==> src/hdl/ulsr_consts.svh <==
`ifndef ULSR_CONSTS_SVH
`define ULSR_CONSTS_SVH

// ===========================================================================
// register offsets
`define ULSR_OFS_DATA      4'h0
`define ULSR_OFS_CTRL      4'h1
`define ULSR_OFS_LSW       4'h2
`define ULSR_OFS_IRQ_STAT  4'h3
`define ULSR_OFS_IRQ_MASK  4'h4
`define ULSR_OFS_DIVISOR   4'h5

// ===========================================================================
// line status word bit positions
`define ULSR_LSW_RDY       0
`define ULSR_LSW_OVR       1
`define ULSR_LSW_PAR       2
`define ULSR_LSW_FRM       3
`define ULSR_LSW_BRK       4
`define ULSR_LSW_HEMPTY    5
`define ULSR_LSW_TEMPTY    6
`define ULSR_LSW_ERRSUM    7

// ===========================================================================
// control bits
`define ULSR_CTRL_TXIE     0
`define ULSR_CTRL_BUFMODE  1

// ===========================================================================
// interrupt status bits
`define ULSR_IRQ_RXDATA    0
`define ULSR_IRQ_LINEERR   1
`define ULSR_IRQ_TXREADY   2

// ===========================================================================
// reset values
`define ULSR_CTRL_RESET    8'h00
`define ULSR_MASK_RESET    8'h00
`define ULSR_DIV_RESET     8'h01

// ===========================================================================
// sizes and timing counts
`define ULSR_BUF_DEPTH     16
`define ULSR_FRAME_BITS    10

`endif

==> src/hdl/ulsr_pkg.sv <==
package ulsr_pkg;

    // =======================================================================
    // shared types
    typedef logic [7:0] ulsr_byte_t;

    typedef struct packed {
        logic       brk;
        logic       frm;
        logic       par;
        ulsr_byte_t data;
    } ulsr_rx_entry_t;

endpackage : ulsr_pkg

==> src/hdl/ulsr_fifo.sv <==
`timescale 1ns/10ps

module ulsr_fifo #(
    parameter int WIDTH = 8,
    parameter int DEPTH = 16,
    parameter int CW    = $clog2(DEPTH + 1)
) (
    // clock and reset
    input  logic             clk,
    input  logic             rst,
    // control
    input  logic             flush,
    input  logic             push,
    input  logic             pop,
    input  logic [WIDTH-1:0] wdata,
    // state
    output logic [WIDTH-1:0] head,
    output logic [CW-1:0]    count
);

    localparam int PW = (DEPTH > 1) ? $clog2(DEPTH) : 1;

    // =======================================================================
    // storage
    logic [WIDTH-1:0] mem [DEPTH];
    logic [PW-1:0]    wr_ptr_r;
    logic [PW-1:0]    wr_ptr_nxt;
    logic [PW-1:0]    rd_ptr_r;
    logic [PW-1:0]    rd_ptr_nxt;
    logic [CW-1:0]    count_r;
    logic [CW-1:0]    count_nxt;

    function automatic logic [PW-1:0] bump(input logic [PW-1:0] p);
        if (p == PW'(DEPTH - 1)) begin
            return '0;
        end
        return p + PW'(1);
    endfunction : bump

    // =======================================================================
    // pointers; caller never pushes when full nor pops when empty
    always_comb begin
        wr_ptr_nxt = wr_ptr_r;
        rd_ptr_nxt = rd_ptr_r;
        count_nxt  = count_r;
        if (flush) begin
            wr_ptr_nxt = '0;
            rd_ptr_nxt = '0;
            count_nxt  = '0;
        end else begin
            if (push) begin
                wr_ptr_nxt = bump(wr_ptr_r);
            end
            if (pop) begin
                rd_ptr_nxt = bump(rd_ptr_r);
            end
            if (push && !pop) begin
                count_nxt = count_r + CW'(1);
            end else if (pop && !push) begin
                count_nxt = count_r - CW'(1);
            end
        end
    end

    always_ff @(posedge clk or posedge rst) begin
        if (rst) begin
            wr_ptr_r <= '0;
            rd_ptr_r <= '0;
            count_r  <= '0;
        end else begin
            wr_ptr_r <= wr_ptr_nxt;
            rd_ptr_r <= rd_ptr_nxt;
            count_r  <= count_nxt;
        end
    end

    // memory has no reset: entries are only read once written
    always_ff @(posedge clk) begin
        if (push && !flush) begin
            mem[wr_ptr_r] <= wdata;
        end
    end

    assign head  = mem[rd_ptr_r];
    assign count = count_r;

endmodule : ulsr_fifo

==> src/hdl/ulsr_line_status.sv <==
// The address map and the plain strobed port are this design's own decisions.
`timescale 1ns/10ps
`include "ulsr_consts.svh"

// ===========================================================================
// Overview of operation
// - error summary set as a parity, framing or break entry enters the buffer, cleared when none remain
// - reading the line status word clears the error summary
// - char mode: transmitter empty when holding and shift stages empty
// - transmitter empty clears when holding or shift stage holds a char
// - buffered mode: transmitter empty only when buffer and shifter empty
// - char mode: holding empty sets when character moves to shift stage
// - character mode: holding empty clears in the cycle of the host write
// - buffered mode: holding empty follows transmit buffer empty
// - transmit-ready interrupt while holding empty and its enable set
// - break flag when receive input low for a full frame time
// - one break entry per break condition, however long
// - framing error flag reads zero after reset
// - framing error flag for bad stop bit, head entry in buffered mode
// - parity error flag for bad parity, head entry in buffered mode
// - overrun flag when a character meets a full buffer, buffer untouched
// - data ready flag while received data remains
module ulsr_line_status #(
    parameter int DEPTH      = `ULSR_BUF_DEPTH,
    parameter int FRAME_BITS = `ULSR_FRAME_BITS
) (
    // clock and reset
    input  logic       clk,
    input  logic       rst,
    // register port
    input  logic [3:0] reg_addr,
    input  logic [7:0] reg_wdata,
    input  logic       reg_wr,
    input  logic       reg_rd,
    output logic [7:0] reg_rdata,
    // receiver
    input  logic       rx_char_valid,
    input  logic [7:0] rx_char_data,
    input  logic       rx_char_parity_err,
    input  logic       rx_char_framing_err,
    input  logic       rx_serial_in,
    // transmitter shift stage
    input  logic       tx_shift_busy,
    output logic       tx_shift_load,
    output logic [7:0] tx_shift_data,
    // interrupts
    output logic       tx_ready_irq,
    output logic       irq
);

    localparam int CW  = $clog2(DEPTH + 1);
    localparam int LW  = $clog2(FRAME_BITS + 1);
    localparam int EW  = $bits(ulsr_pkg::ulsr_rx_entry_t);

    // =======================================================================
    // declarations
    logic [7:0]                 ctrl_r;
    logic [7:0]                 ctrl_nxt;
    logic [7:0]                 mask_r;
    logic [7:0]                 mask_nxt;
    logic [7:0]                 stat_r;
    logic [7:0]                 stat_nxt;
    logic [7:0]                 div_r;
    logic [7:0]                 div_nxt;
    logic [7:0]                 rdata_r;
    logic [7:0]                 rdata_nxt;
    logic                       ovr_r;
    logic                       ovr_nxt;
    logic                       errsum_r;
    logic                       errsum_nxt;
    logic [CW-1:0]              errcnt_r;
    logic [CW-1:0]              errcnt_nxt;
    logic                       load_r;
    logic                       load_nxt;
    logic [7:0]                 txd_r;
    logic [7:0]                 txd_nxt;
    logic                       hempty_r;
    logic                       irq_r;
    logic                       irq_nxt;
    logic [7:0]                 tick_cnt_r;
    logic [7:0]                 tick_cnt_nxt;
    logic [LW-1:0]              low_cnt_r;
    logic [LW-1:0]              low_cnt_nxt;
    logic                       brk_armed_r;
    logic                       brk_armed_nxt;

    logic                       buf_mode;
    logic                       flush;
    logic [CW-1:0]              limit;
    logic                       wr_data;
    logic                       rd_data;
    logic                       rd_lsw;
    logic                       tick;
    logic                       brk_evt;
    logic                       rx_new;
    logic                       rx_push;
    logic                       rx_pop;
    logic                       rx_full;
    logic                       ovr_evt;
    logic                       push_err;
    logic                       pop_err;
    logic                       tx_push;
    logic                       tx_pop;
    logic                       tx_full;
    logic                       hempty;
    logic                       tempty;
    logic [7:0]                 lsw;
    logic [CW-1:0]              rx_count;
    logic [CW-1:0]              tx_count;
    logic [7:0]                 tx_head;
    ulsr_pkg::ulsr_rx_entry_t   rx_head;
    ulsr_pkg::ulsr_rx_entry_t   rx_went;

    // =======================================================================
    // decode
    always_comb begin
        buf_mode = ctrl_r[`ULSR_CTRL_BUFMODE];
        wr_data  = reg_wr && (reg_addr == `ULSR_OFS_DATA);
        rd_data  = reg_rd && (reg_addr == `ULSR_OFS_DATA);
        rd_lsw   = reg_rd && (reg_addr == `ULSR_OFS_LSW);
        // switching mode empties the receive and transmit buffers, as the layout changes
        flush    = reg_wr && (reg_addr == `ULSR_OFS_CTRL)
                   && (reg_wdata[`ULSR_CTRL_BUFMODE] != buf_mode);
        limit    = buf_mode ? CW'(DEPTH) : CW'(1);
    end

    // =======================================================================
    // break detection
    always_comb begin
        tick          = (tick_cnt_r == 8'h00);
        tick_cnt_nxt  = tick_cnt_r - 8'h01;
        if (tick) begin
            tick_cnt_nxt = (div_r == 8'h00) ? 8'h00 : div_r - 8'h01;
        end
        low_cnt_nxt   = low_cnt_r;
        brk_armed_nxt = brk_armed_r;
        brk_evt       = brk_armed_r && (low_cnt_r == LW'(FRAME_BITS));
        if (rx_serial_in) begin
            low_cnt_nxt   = '0;
            brk_armed_nxt = 1'b1;
        end else begin
            if (tick && (low_cnt_r < LW'(FRAME_BITS))) begin
                low_cnt_nxt = low_cnt_r + LW'(1);
            end
            if (brk_evt) begin
                brk_armed_nxt = 1'b0;
            end
        end
    end

    // =======================================================================
    // receive side
    always_comb begin
        rx_went.brk  = brk_evt;
        rx_went.frm  = brk_evt ? 1'b0 : rx_char_framing_err;
        rx_went.par  = brk_evt ? 1'b0 : rx_char_parity_err;
        rx_went.data = brk_evt ? 8'h00 : rx_char_data;
        rx_new       = rx_char_valid || brk_evt;
        rx_pop       = rd_data && (rx_count != '0) && !flush;
        rx_full      = (rx_count >= limit) && !rx_pop;
        // full buffer refuses the new character
        ovr_evt      = rx_new && rx_full && !flush;
        rx_push      = rx_new && !rx_full && !flush;
        push_err     = rx_push && (rx_went.brk || rx_went.frm || rx_went.par);
        pop_err      = rx_pop && (rx_head.brk || rx_head.frm || rx_head.par);
        errcnt_nxt   = errcnt_r;
        if (flush) begin
            errcnt_nxt = '0;
        end else if (push_err && !pop_err) begin
            errcnt_nxt = errcnt_r + CW'(1);
        end else if (pop_err && !push_err) begin
            errcnt_nxt = errcnt_r - CW'(1);
        end
        // status read clears, new error wins
        errsum_nxt = (errsum_r && !rd_lsw) || push_err;
        if (errcnt_nxt == '0) begin
            errsum_nxt = 1'b0;
        end
        ovr_nxt = (ovr_r && !rd_lsw) || ovr_evt;
    end

    ulsr_fifo #(
        .WIDTH (EW),
        .DEPTH (DEPTH),
        .CW    (CW)
    ) u_rx_buf (
        .clk   (clk),
        .rst   (rst),
        .flush (flush),
        .push  (rx_push),
        .pop   (rx_pop),
        .wdata (rx_went),
        .head  (rx_head),
        .count (rx_count)
    );

    // =======================================================================
    // transmit side
    always_comb begin
        tx_pop   = (tx_count != '0) && !tx_shift_busy && !load_r && !flush;
        tx_full  = (tx_count >= limit) && !tx_pop;
        tx_push  = wr_data && !tx_full && !flush;
        load_nxt = tx_pop;
        txd_nxt  = tx_pop ? tx_head : txd_r;
        // set once the stage drains to the shifter
        hempty   = (tx_count == '0) && !tx_push;
        tempty   = hempty && !tx_shift_busy && !load_r;
    end

    ulsr_fifo #(
        .WIDTH (8),
        .DEPTH (DEPTH),
        .CW    (CW)
    ) u_tx_buf (
        .clk   (clk),
        .rst   (rst),
        .flush (flush),
        .push  (tx_push),
        .pop   (tx_pop),
        .wdata (reg_wdata),
        .head  (tx_head),
        .count (tx_count)
    );

    // =======================================================================
    // status word and registers
    always_comb begin
        lsw = 8'h00;
        lsw[`ULSR_LSW_RDY]    = (rx_count != '0);
        lsw[`ULSR_LSW_OVR]    = ovr_r;
        lsw[`ULSR_LSW_PAR]    = (rx_count != '0) && rx_head.par;
        lsw[`ULSR_LSW_FRM]    = (rx_count != '0) && rx_head.frm;
        lsw[`ULSR_LSW_BRK]    = (rx_count != '0) && rx_head.brk;
        lsw[`ULSR_LSW_HEMPTY] = hempty;
        lsw[`ULSR_LSW_TEMPTY] = tempty;
        lsw[`ULSR_LSW_ERRSUM] = errsum_r;

        ctrl_nxt = ctrl_r;
        mask_nxt = mask_r;
        div_nxt  = div_r;
        stat_nxt = stat_r;
        // the status word offset takes no write
        if (reg_wr) begin
            unique case (reg_addr)
                `ULSR_OFS_CTRL:     ctrl_nxt = reg_wdata & 8'h03;
                `ULSR_OFS_IRQ_MASK: mask_nxt = reg_wdata & 8'h07;
                `ULSR_OFS_DIVISOR:  div_nxt  = reg_wdata;
                `ULSR_OFS_IRQ_STAT: stat_nxt = stat_r & ~reg_wdata;
                default:            ;
            endcase
        end
        // events after the clear, so a same-cycle event survives
        stat_nxt[`ULSR_IRQ_RXDATA]  = stat_nxt[`ULSR_IRQ_RXDATA] || rx_push;
        stat_nxt[`ULSR_IRQ_LINEERR] = stat_nxt[`ULSR_IRQ_LINEERR]
                                      || push_err || ovr_evt;
        stat_nxt[`ULSR_IRQ_TXREADY] = stat_nxt[`ULSR_IRQ_TXREADY]
                                      || (hempty && !hempty_r);
        irq_nxt = |(stat_nxt & mask_nxt);

        rdata_nxt = 8'h00;
        if (reg_rd) begin
            unique case (reg_addr)
                `ULSR_OFS_DATA:     rdata_nxt = rx_head.data
                                                & {8{rx_count != '0}};
                `ULSR_OFS_CTRL:     rdata_nxt = ctrl_r;
                `ULSR_OFS_LSW:      rdata_nxt = lsw;
                `ULSR_OFS_IRQ_STAT: rdata_nxt = stat_r;
                `ULSR_OFS_IRQ_MASK: rdata_nxt = mask_r;
                `ULSR_OFS_DIVISOR:  rdata_nxt = div_r;
                default:            rdata_nxt = 8'h00;
            endcase
        end
    end

    always_ff @(posedge clk or posedge rst) begin
        if (rst) begin
            ctrl_r      <= `ULSR_CTRL_RESET;
            mask_r      <= `ULSR_MASK_RESET;
            div_r       <= `ULSR_DIV_RESET;
            stat_r      <= 8'h00;
            rdata_r     <= 8'h00;
            ovr_r       <= 1'b0;
            errsum_r    <= 1'b0;
            errcnt_r    <= '0;
            load_r      <= 1'b0;
            txd_r       <= 8'h00;
            hempty_r    <= 1'b1;
            irq_r       <= 1'b0;
            tick_cnt_r  <= 8'h00;
            low_cnt_r   <= '0;
            brk_armed_r <= 1'b0;
        end else begin
            ctrl_r      <= ctrl_nxt;
            mask_r      <= mask_nxt;
            div_r       <= div_nxt;
            stat_r      <= stat_nxt;
            rdata_r     <= rdata_nxt;
            ovr_r       <= ovr_nxt;
            errsum_r    <= errsum_nxt;
            errcnt_r    <= errcnt_nxt;
            load_r      <= load_nxt;
            txd_r       <= txd_nxt;
            hempty_r    <= hempty;
            irq_r       <= irq_nxt;
            tick_cnt_r  <= tick_cnt_nxt;
            low_cnt_r   <= low_cnt_nxt;
            brk_armed_r <= brk_armed_nxt;
        end
    end

    // =======================================================================
    // outputs
    assign reg_rdata     = rdata_r;
    assign tx_shift_load = load_r;
    assign tx_shift_data = txd_r;
    assign irq           = irq_r;
    assign tx_ready_irq  = hempty && ctrl_r[`ULSR_CTRL_TXIE];

endmodule : ulsr_line_status

==> config.mk <==
export PLATFORM = sky130hd
export DESIGN_NAME = ulsr_line_status
export DESIGN_NICKNAME = d
export VERILOG_FILES = /design/src/hdl/ulsr_pkg.sv /design/src/hdl/ulsr_fifo.sv /design/src/hdl/ulsr_line_status.sv
export VERILOG_INCLUDE_DIRS = /design/src /design/src/hdl
export SDC_FILE = /design/constraint.sdc
export NUM_CORES = 1
export LEC_CHECK = 0
export BUFFER_PORTS_ARGS = -buffer_cell sky130_fd_sc_hd__buf_2
export CAP_MARGIN = 40
export CORE_MARGIN = 4
export CORE_UTILIZATION = 57
export DETAILED_ROUTE_END_ITERATION = 12
export MAX_ROUTING_LAYER = met4
export PLACE_DENSITY = 0.83
export SETUP_SLACK_MARGIN = 0.1
export SKIP_LAST_GASP = 1
export SLEW_MARGIN = 15
export SYNTH_ARGS = -nofsm -noshare
export SYNTH_HDL_FRONTEND = slang
export SYNTH_HIERARCHICAL = 1
export SYNTH_SLANG_ARGS = --single-unit
==> constraint.sdc <==
create_clock -name clk -period 5.3 [get_ports clk]
set_clock_uncertainty 0.2 [all_clocks]
set_input_delay 0.53 -clock clk [delete_from_list [all_inputs] [get_ports clk]]
set_output_delay 0.53 -clock clk [all_outputs]
set_load 0.1 [all_outputs]
==> flow_summary_export.csv <==
group,metric,value,unit
clock_tree,cts_buffer_depth,3,
worst_setup_path,path_max_fanout,13,
synthesis,synth_nets,1104,
finish,area_growth,11.4,%
floorplanning,row_count,62,
clock_tree,clock-sinks,395,
min_path,holdPathStages,2,
worst_setup_path,critPathMaxStageDelay,0.43,ns
worst_setup_path,path_cells,"or3_1 -> or3_1 -> nand3b_1 -> a21oi_1 -> buf_4 -> nor2_1 -> and2_1 -> buf_2",
clock_tree,clk_latency,0.53,ns
floorplanning,die_w,180,um
detailed_routing,vias_per_cell,6.34,
timing,fin_crit_sh,76.6,%
timing,drv_slew,0,
power_and_ir_drop,ir_drop,0.000371,V
placed_design,place_congestion,0.870,
clock_tree,clkTransAtPathRegs,0.06,ns
timing,fmax,0.246,GHz
clock_tree,cts_tree,"yes",
synthesis,yosys_warnings,6,
worst_setup_path,cpMostUsedCell,"or3_1",
timing,rsz0062_at_grt,"no",
power_and_ir_drop,cellPowerDensity,489,nW/um^2
detailed_routing,dr_total_vias,9695,
worst_setup_path,cp-end-kind,"output port",
synthesis,synth_edf_count,304,
grt,grt_max_degree,66,
worst_setup_path,cp_slowest_cell,"dfrtp_1",
finish,layout-drive-gt1-share,19.8,%
detailed_routing,drtAntennaViolNets,0,
synthesis,syn_area,16800,um^2
power_and_ir_drop,p_leak,0.00675,uW
detailed_routing,drt_iter0_markers,1062,
placed_design,post-dp-hpwl,22700,um
floorplanning,dieArea,32200,um^2
detailed_routing,drc,0,
synthesis,avgSynthCellArea,16.1,um^2
timing,finalSetupViolations,0,
worst_setup_path,cp.buffers_inverters,2,
placed_design,port_buffers,47,
clock_tree,cts-root-buf,"clkbuf_16",
detailed_routing,drtPass1Iterations,5,
grt,antenna_found_initial,0,
grt,grt_overflow,0,
timing,whs,0.0273,ns
worst_setup_path,worstPathRequired,4.57,ns
synthesis,yosys.area.top_type,"edfxtp_1",
worst_setup_path,crit_family,"simple AND/OR/NAND/NOR gates",
detailed_routing,wire_per_inst,23.9,um
synthesis,syn_inst,1044,
finish,final_nets,1176,
worst_setup_path,startpoint_type,"register",
synthesis,synth_top_area_share,54.5,%
grt,grt_pass1_wl,57300,um
worst_setup_path,critPathArrivalTime,3.33,ns
grt,track_usage,23.3,%
min_path,hp-class,"input port to register",
finish,num_antenna_cells,0,
grt,grt_pass1_vias,9917,
clock_tree,h-tree-depth,2,
worst_setup_path,r2r_cells,11,
timing,maxSlewHeadroom,43.3,%
floorplanning,dieHeight,180,um
floorplanning,start_util,58.1,%
synthesis,synth_area_leaders,"edfxtp_1 54%, dfrtp_1 13%, mux4_2 9.1%",
floorplanning,io_pins,48,
timing,fin_crit,4.06,ns
worst_setup_path,path_depth,8,
timing,hold_viol_final,0,
worst_setup_path,crit_type,"register to output port",
timing,tns,0,ns
synthesis,synth_ff_type,"edfxtp_1",
timing,worst_pin_slew,0.847,ns
synthesis,ys_seq_area_share,68.0,%
synthesis,ys_types,64,
synthesis,async_flop_share,23.0,%
floorplanning,coreArea,28900,um^2
clock_tree,numCtsBuffers,39,
flow_run,drv_cap,0,
clock_tree,cts_resized,0,
synthesis,ys_ff_latch,395,
run_status,status,"finished clean",
detailed_routing,wl,36500,um
## stage by stage
step	instance area, um^2	cells	setup slack, ns	total power (uW)	utilization (%)
after floorplan	16800	1044	1.60	5960	-
after global placement	17400	1452	1.57	6390	60.2
after detailed placement	17400	1454	1.51	6500	60.3
after global routing	18700	1529	1.02	9580	64.7
final	18700	1529	1.24	9140	64.7
after CTS	18600	1525	1.21	9130	64.5
## routing by layer
| metal | part of all wire (%) | global-route usage, % | vias to the layer above |
|---|---|---|---|
| met5 | 0 | - | - |
| met1 | 38 | 29.5 | 4929 |
| met2 | 52 | 39.4 | 462 |
| met3 | 6.6 | 3.09 | 97 |
| met4 | 3.7 | 8.20 | 0 |
| li1 | - | - | 4207 |
## placed cells by master (no fill, tap or decap), drive strengths merged, types with 23 or more instances in the layout
| master | netlist | final |
|---|---|---|
| clkbuf | 21 | 46 |
| buf | 24 | 75 |
| ha | 29 | 29 |
| inv | 22 | 23 |
| dfrtp | 89 | 89 |
| nand2 | 114 | 114 |
| mux4 | 76 | 76 |
| a22oi | 40 | 40 |
| nor2 | 50 | 50 |
| edfxtp | 304 | 304 |
## cell type report
class,instances,area (um^2)
clock buffer,46,1020
clock inverter,24,174
fill,1883,10200
inverter,23,86.3
multi-input combinational,581,5000
sequential,395,11400
tap,384,480
timing repair buffer,76,500
## cells in the mapped netlist, types with 7 or more instances
master / number
a21boi_0: 8
a21o_1: 7
a21oi_1: 22
a222oi_1: 8
a22oi_1: 40
a31oi_1: 9
and2_1: 22
and3_1: 19
buf_2: 10
buf_6: 8
clkbuf_1: 20
dfrtp_1: 89
edfxtp_1: 304
ha_1: 29
inv_1: 22
mux2_2: 14
mux4_1: 8
mux4_2: 68
nand2_1: 114
nand2b_1: 10
nand3_1: 13
nor2_1: 50
nor2b_1: 8
nor3_1: 20
o21ai_0: 16
o22ai_1: 9
or3_1: 7
xnor2_1: 18
xor2_1: 7
## path summary, 6_finish.rpt
kind / from / end / slack (ns)
worst max-delay path: u_tx_buf/count[1]$_DFFE_PP0P_ / tx_ready_irq / 1.24
worst min-delay path: rx_serial_in / low_cnt_r[2]$_DFFE_PP0P_ / 0.03
worst max register to register: low_cnt_r[0]$_DFFE_PP0P_ / u_rx_buf/mem[7][8]$_DFFE_PP_ / 1.53
worst min register to register: tx_shift_data[1]$_DFFE_PP0P_ / tx_shift_data[1]$_DFFE_PP0P_ / 0.27
max in group asynchronous: rst / div_r[0]$_DFFE_PP1P_ / 3.94
min in group asynchronous: rst / reg_rdata[1]$_DFF_PP0_ / 0.38
## timing repair
item,in CTS,in global routing
hold endpoints to repair,26,0
hold buffers,1,0
setup buffers,0,0
## where the power goes
part           switching, uW  internal [uW]
Clock                   1110           1480
Sequential               301           3640
Combinational           1510           1100
## logic make-up after synthesis
| group | Yosys count | share of synthesized area [%] |
|---|---|---|
| mux | 97 | 11.8 |
| fa+ha+maj | 32 | 2.46 |
| xor+xnor | 25 | 1.31 |
| simple gates | 291 | 8.53 |
| buf+inv | 68 | 2.15 |
| flops | 395 | 68.0 |
| compound gates | 136 | 5.72 |
## sequential cells by signal, indices dropped and copies added, names as in the netlist, 5 cells and up
| name | count |
|---|---|
| u_tx_buf/mem | 128 |
| tick_cnt_r | 8 |
| div_r | 8 |
| reg_rdata | 8 |
| errcnt_r | 5 |
| u_tx_buf/count | 5 |
| u_rx_buf/count | 5 |
| mask_r | 8 |
| stat_r | 8 |
| u_rx_buf/mem | 176 |
| tx_shift_data | 8 |
## worst reg2reg max path, cell delays in order, from the launching register on
cell and delay, ns:
dfrtp_1 0.40, inv_1 0.10, ha_1 0.17, nand4b_1 0.11
buf_4 0.22, inv_1 0.37, nor2_1 0.14, a211oi_1 0.23
buf_4 0.21, nor2b_1 0.32, nor2b_1 0.34, and3_1 0.61
No activity file was read; power rests on OpenSTA's default activity.
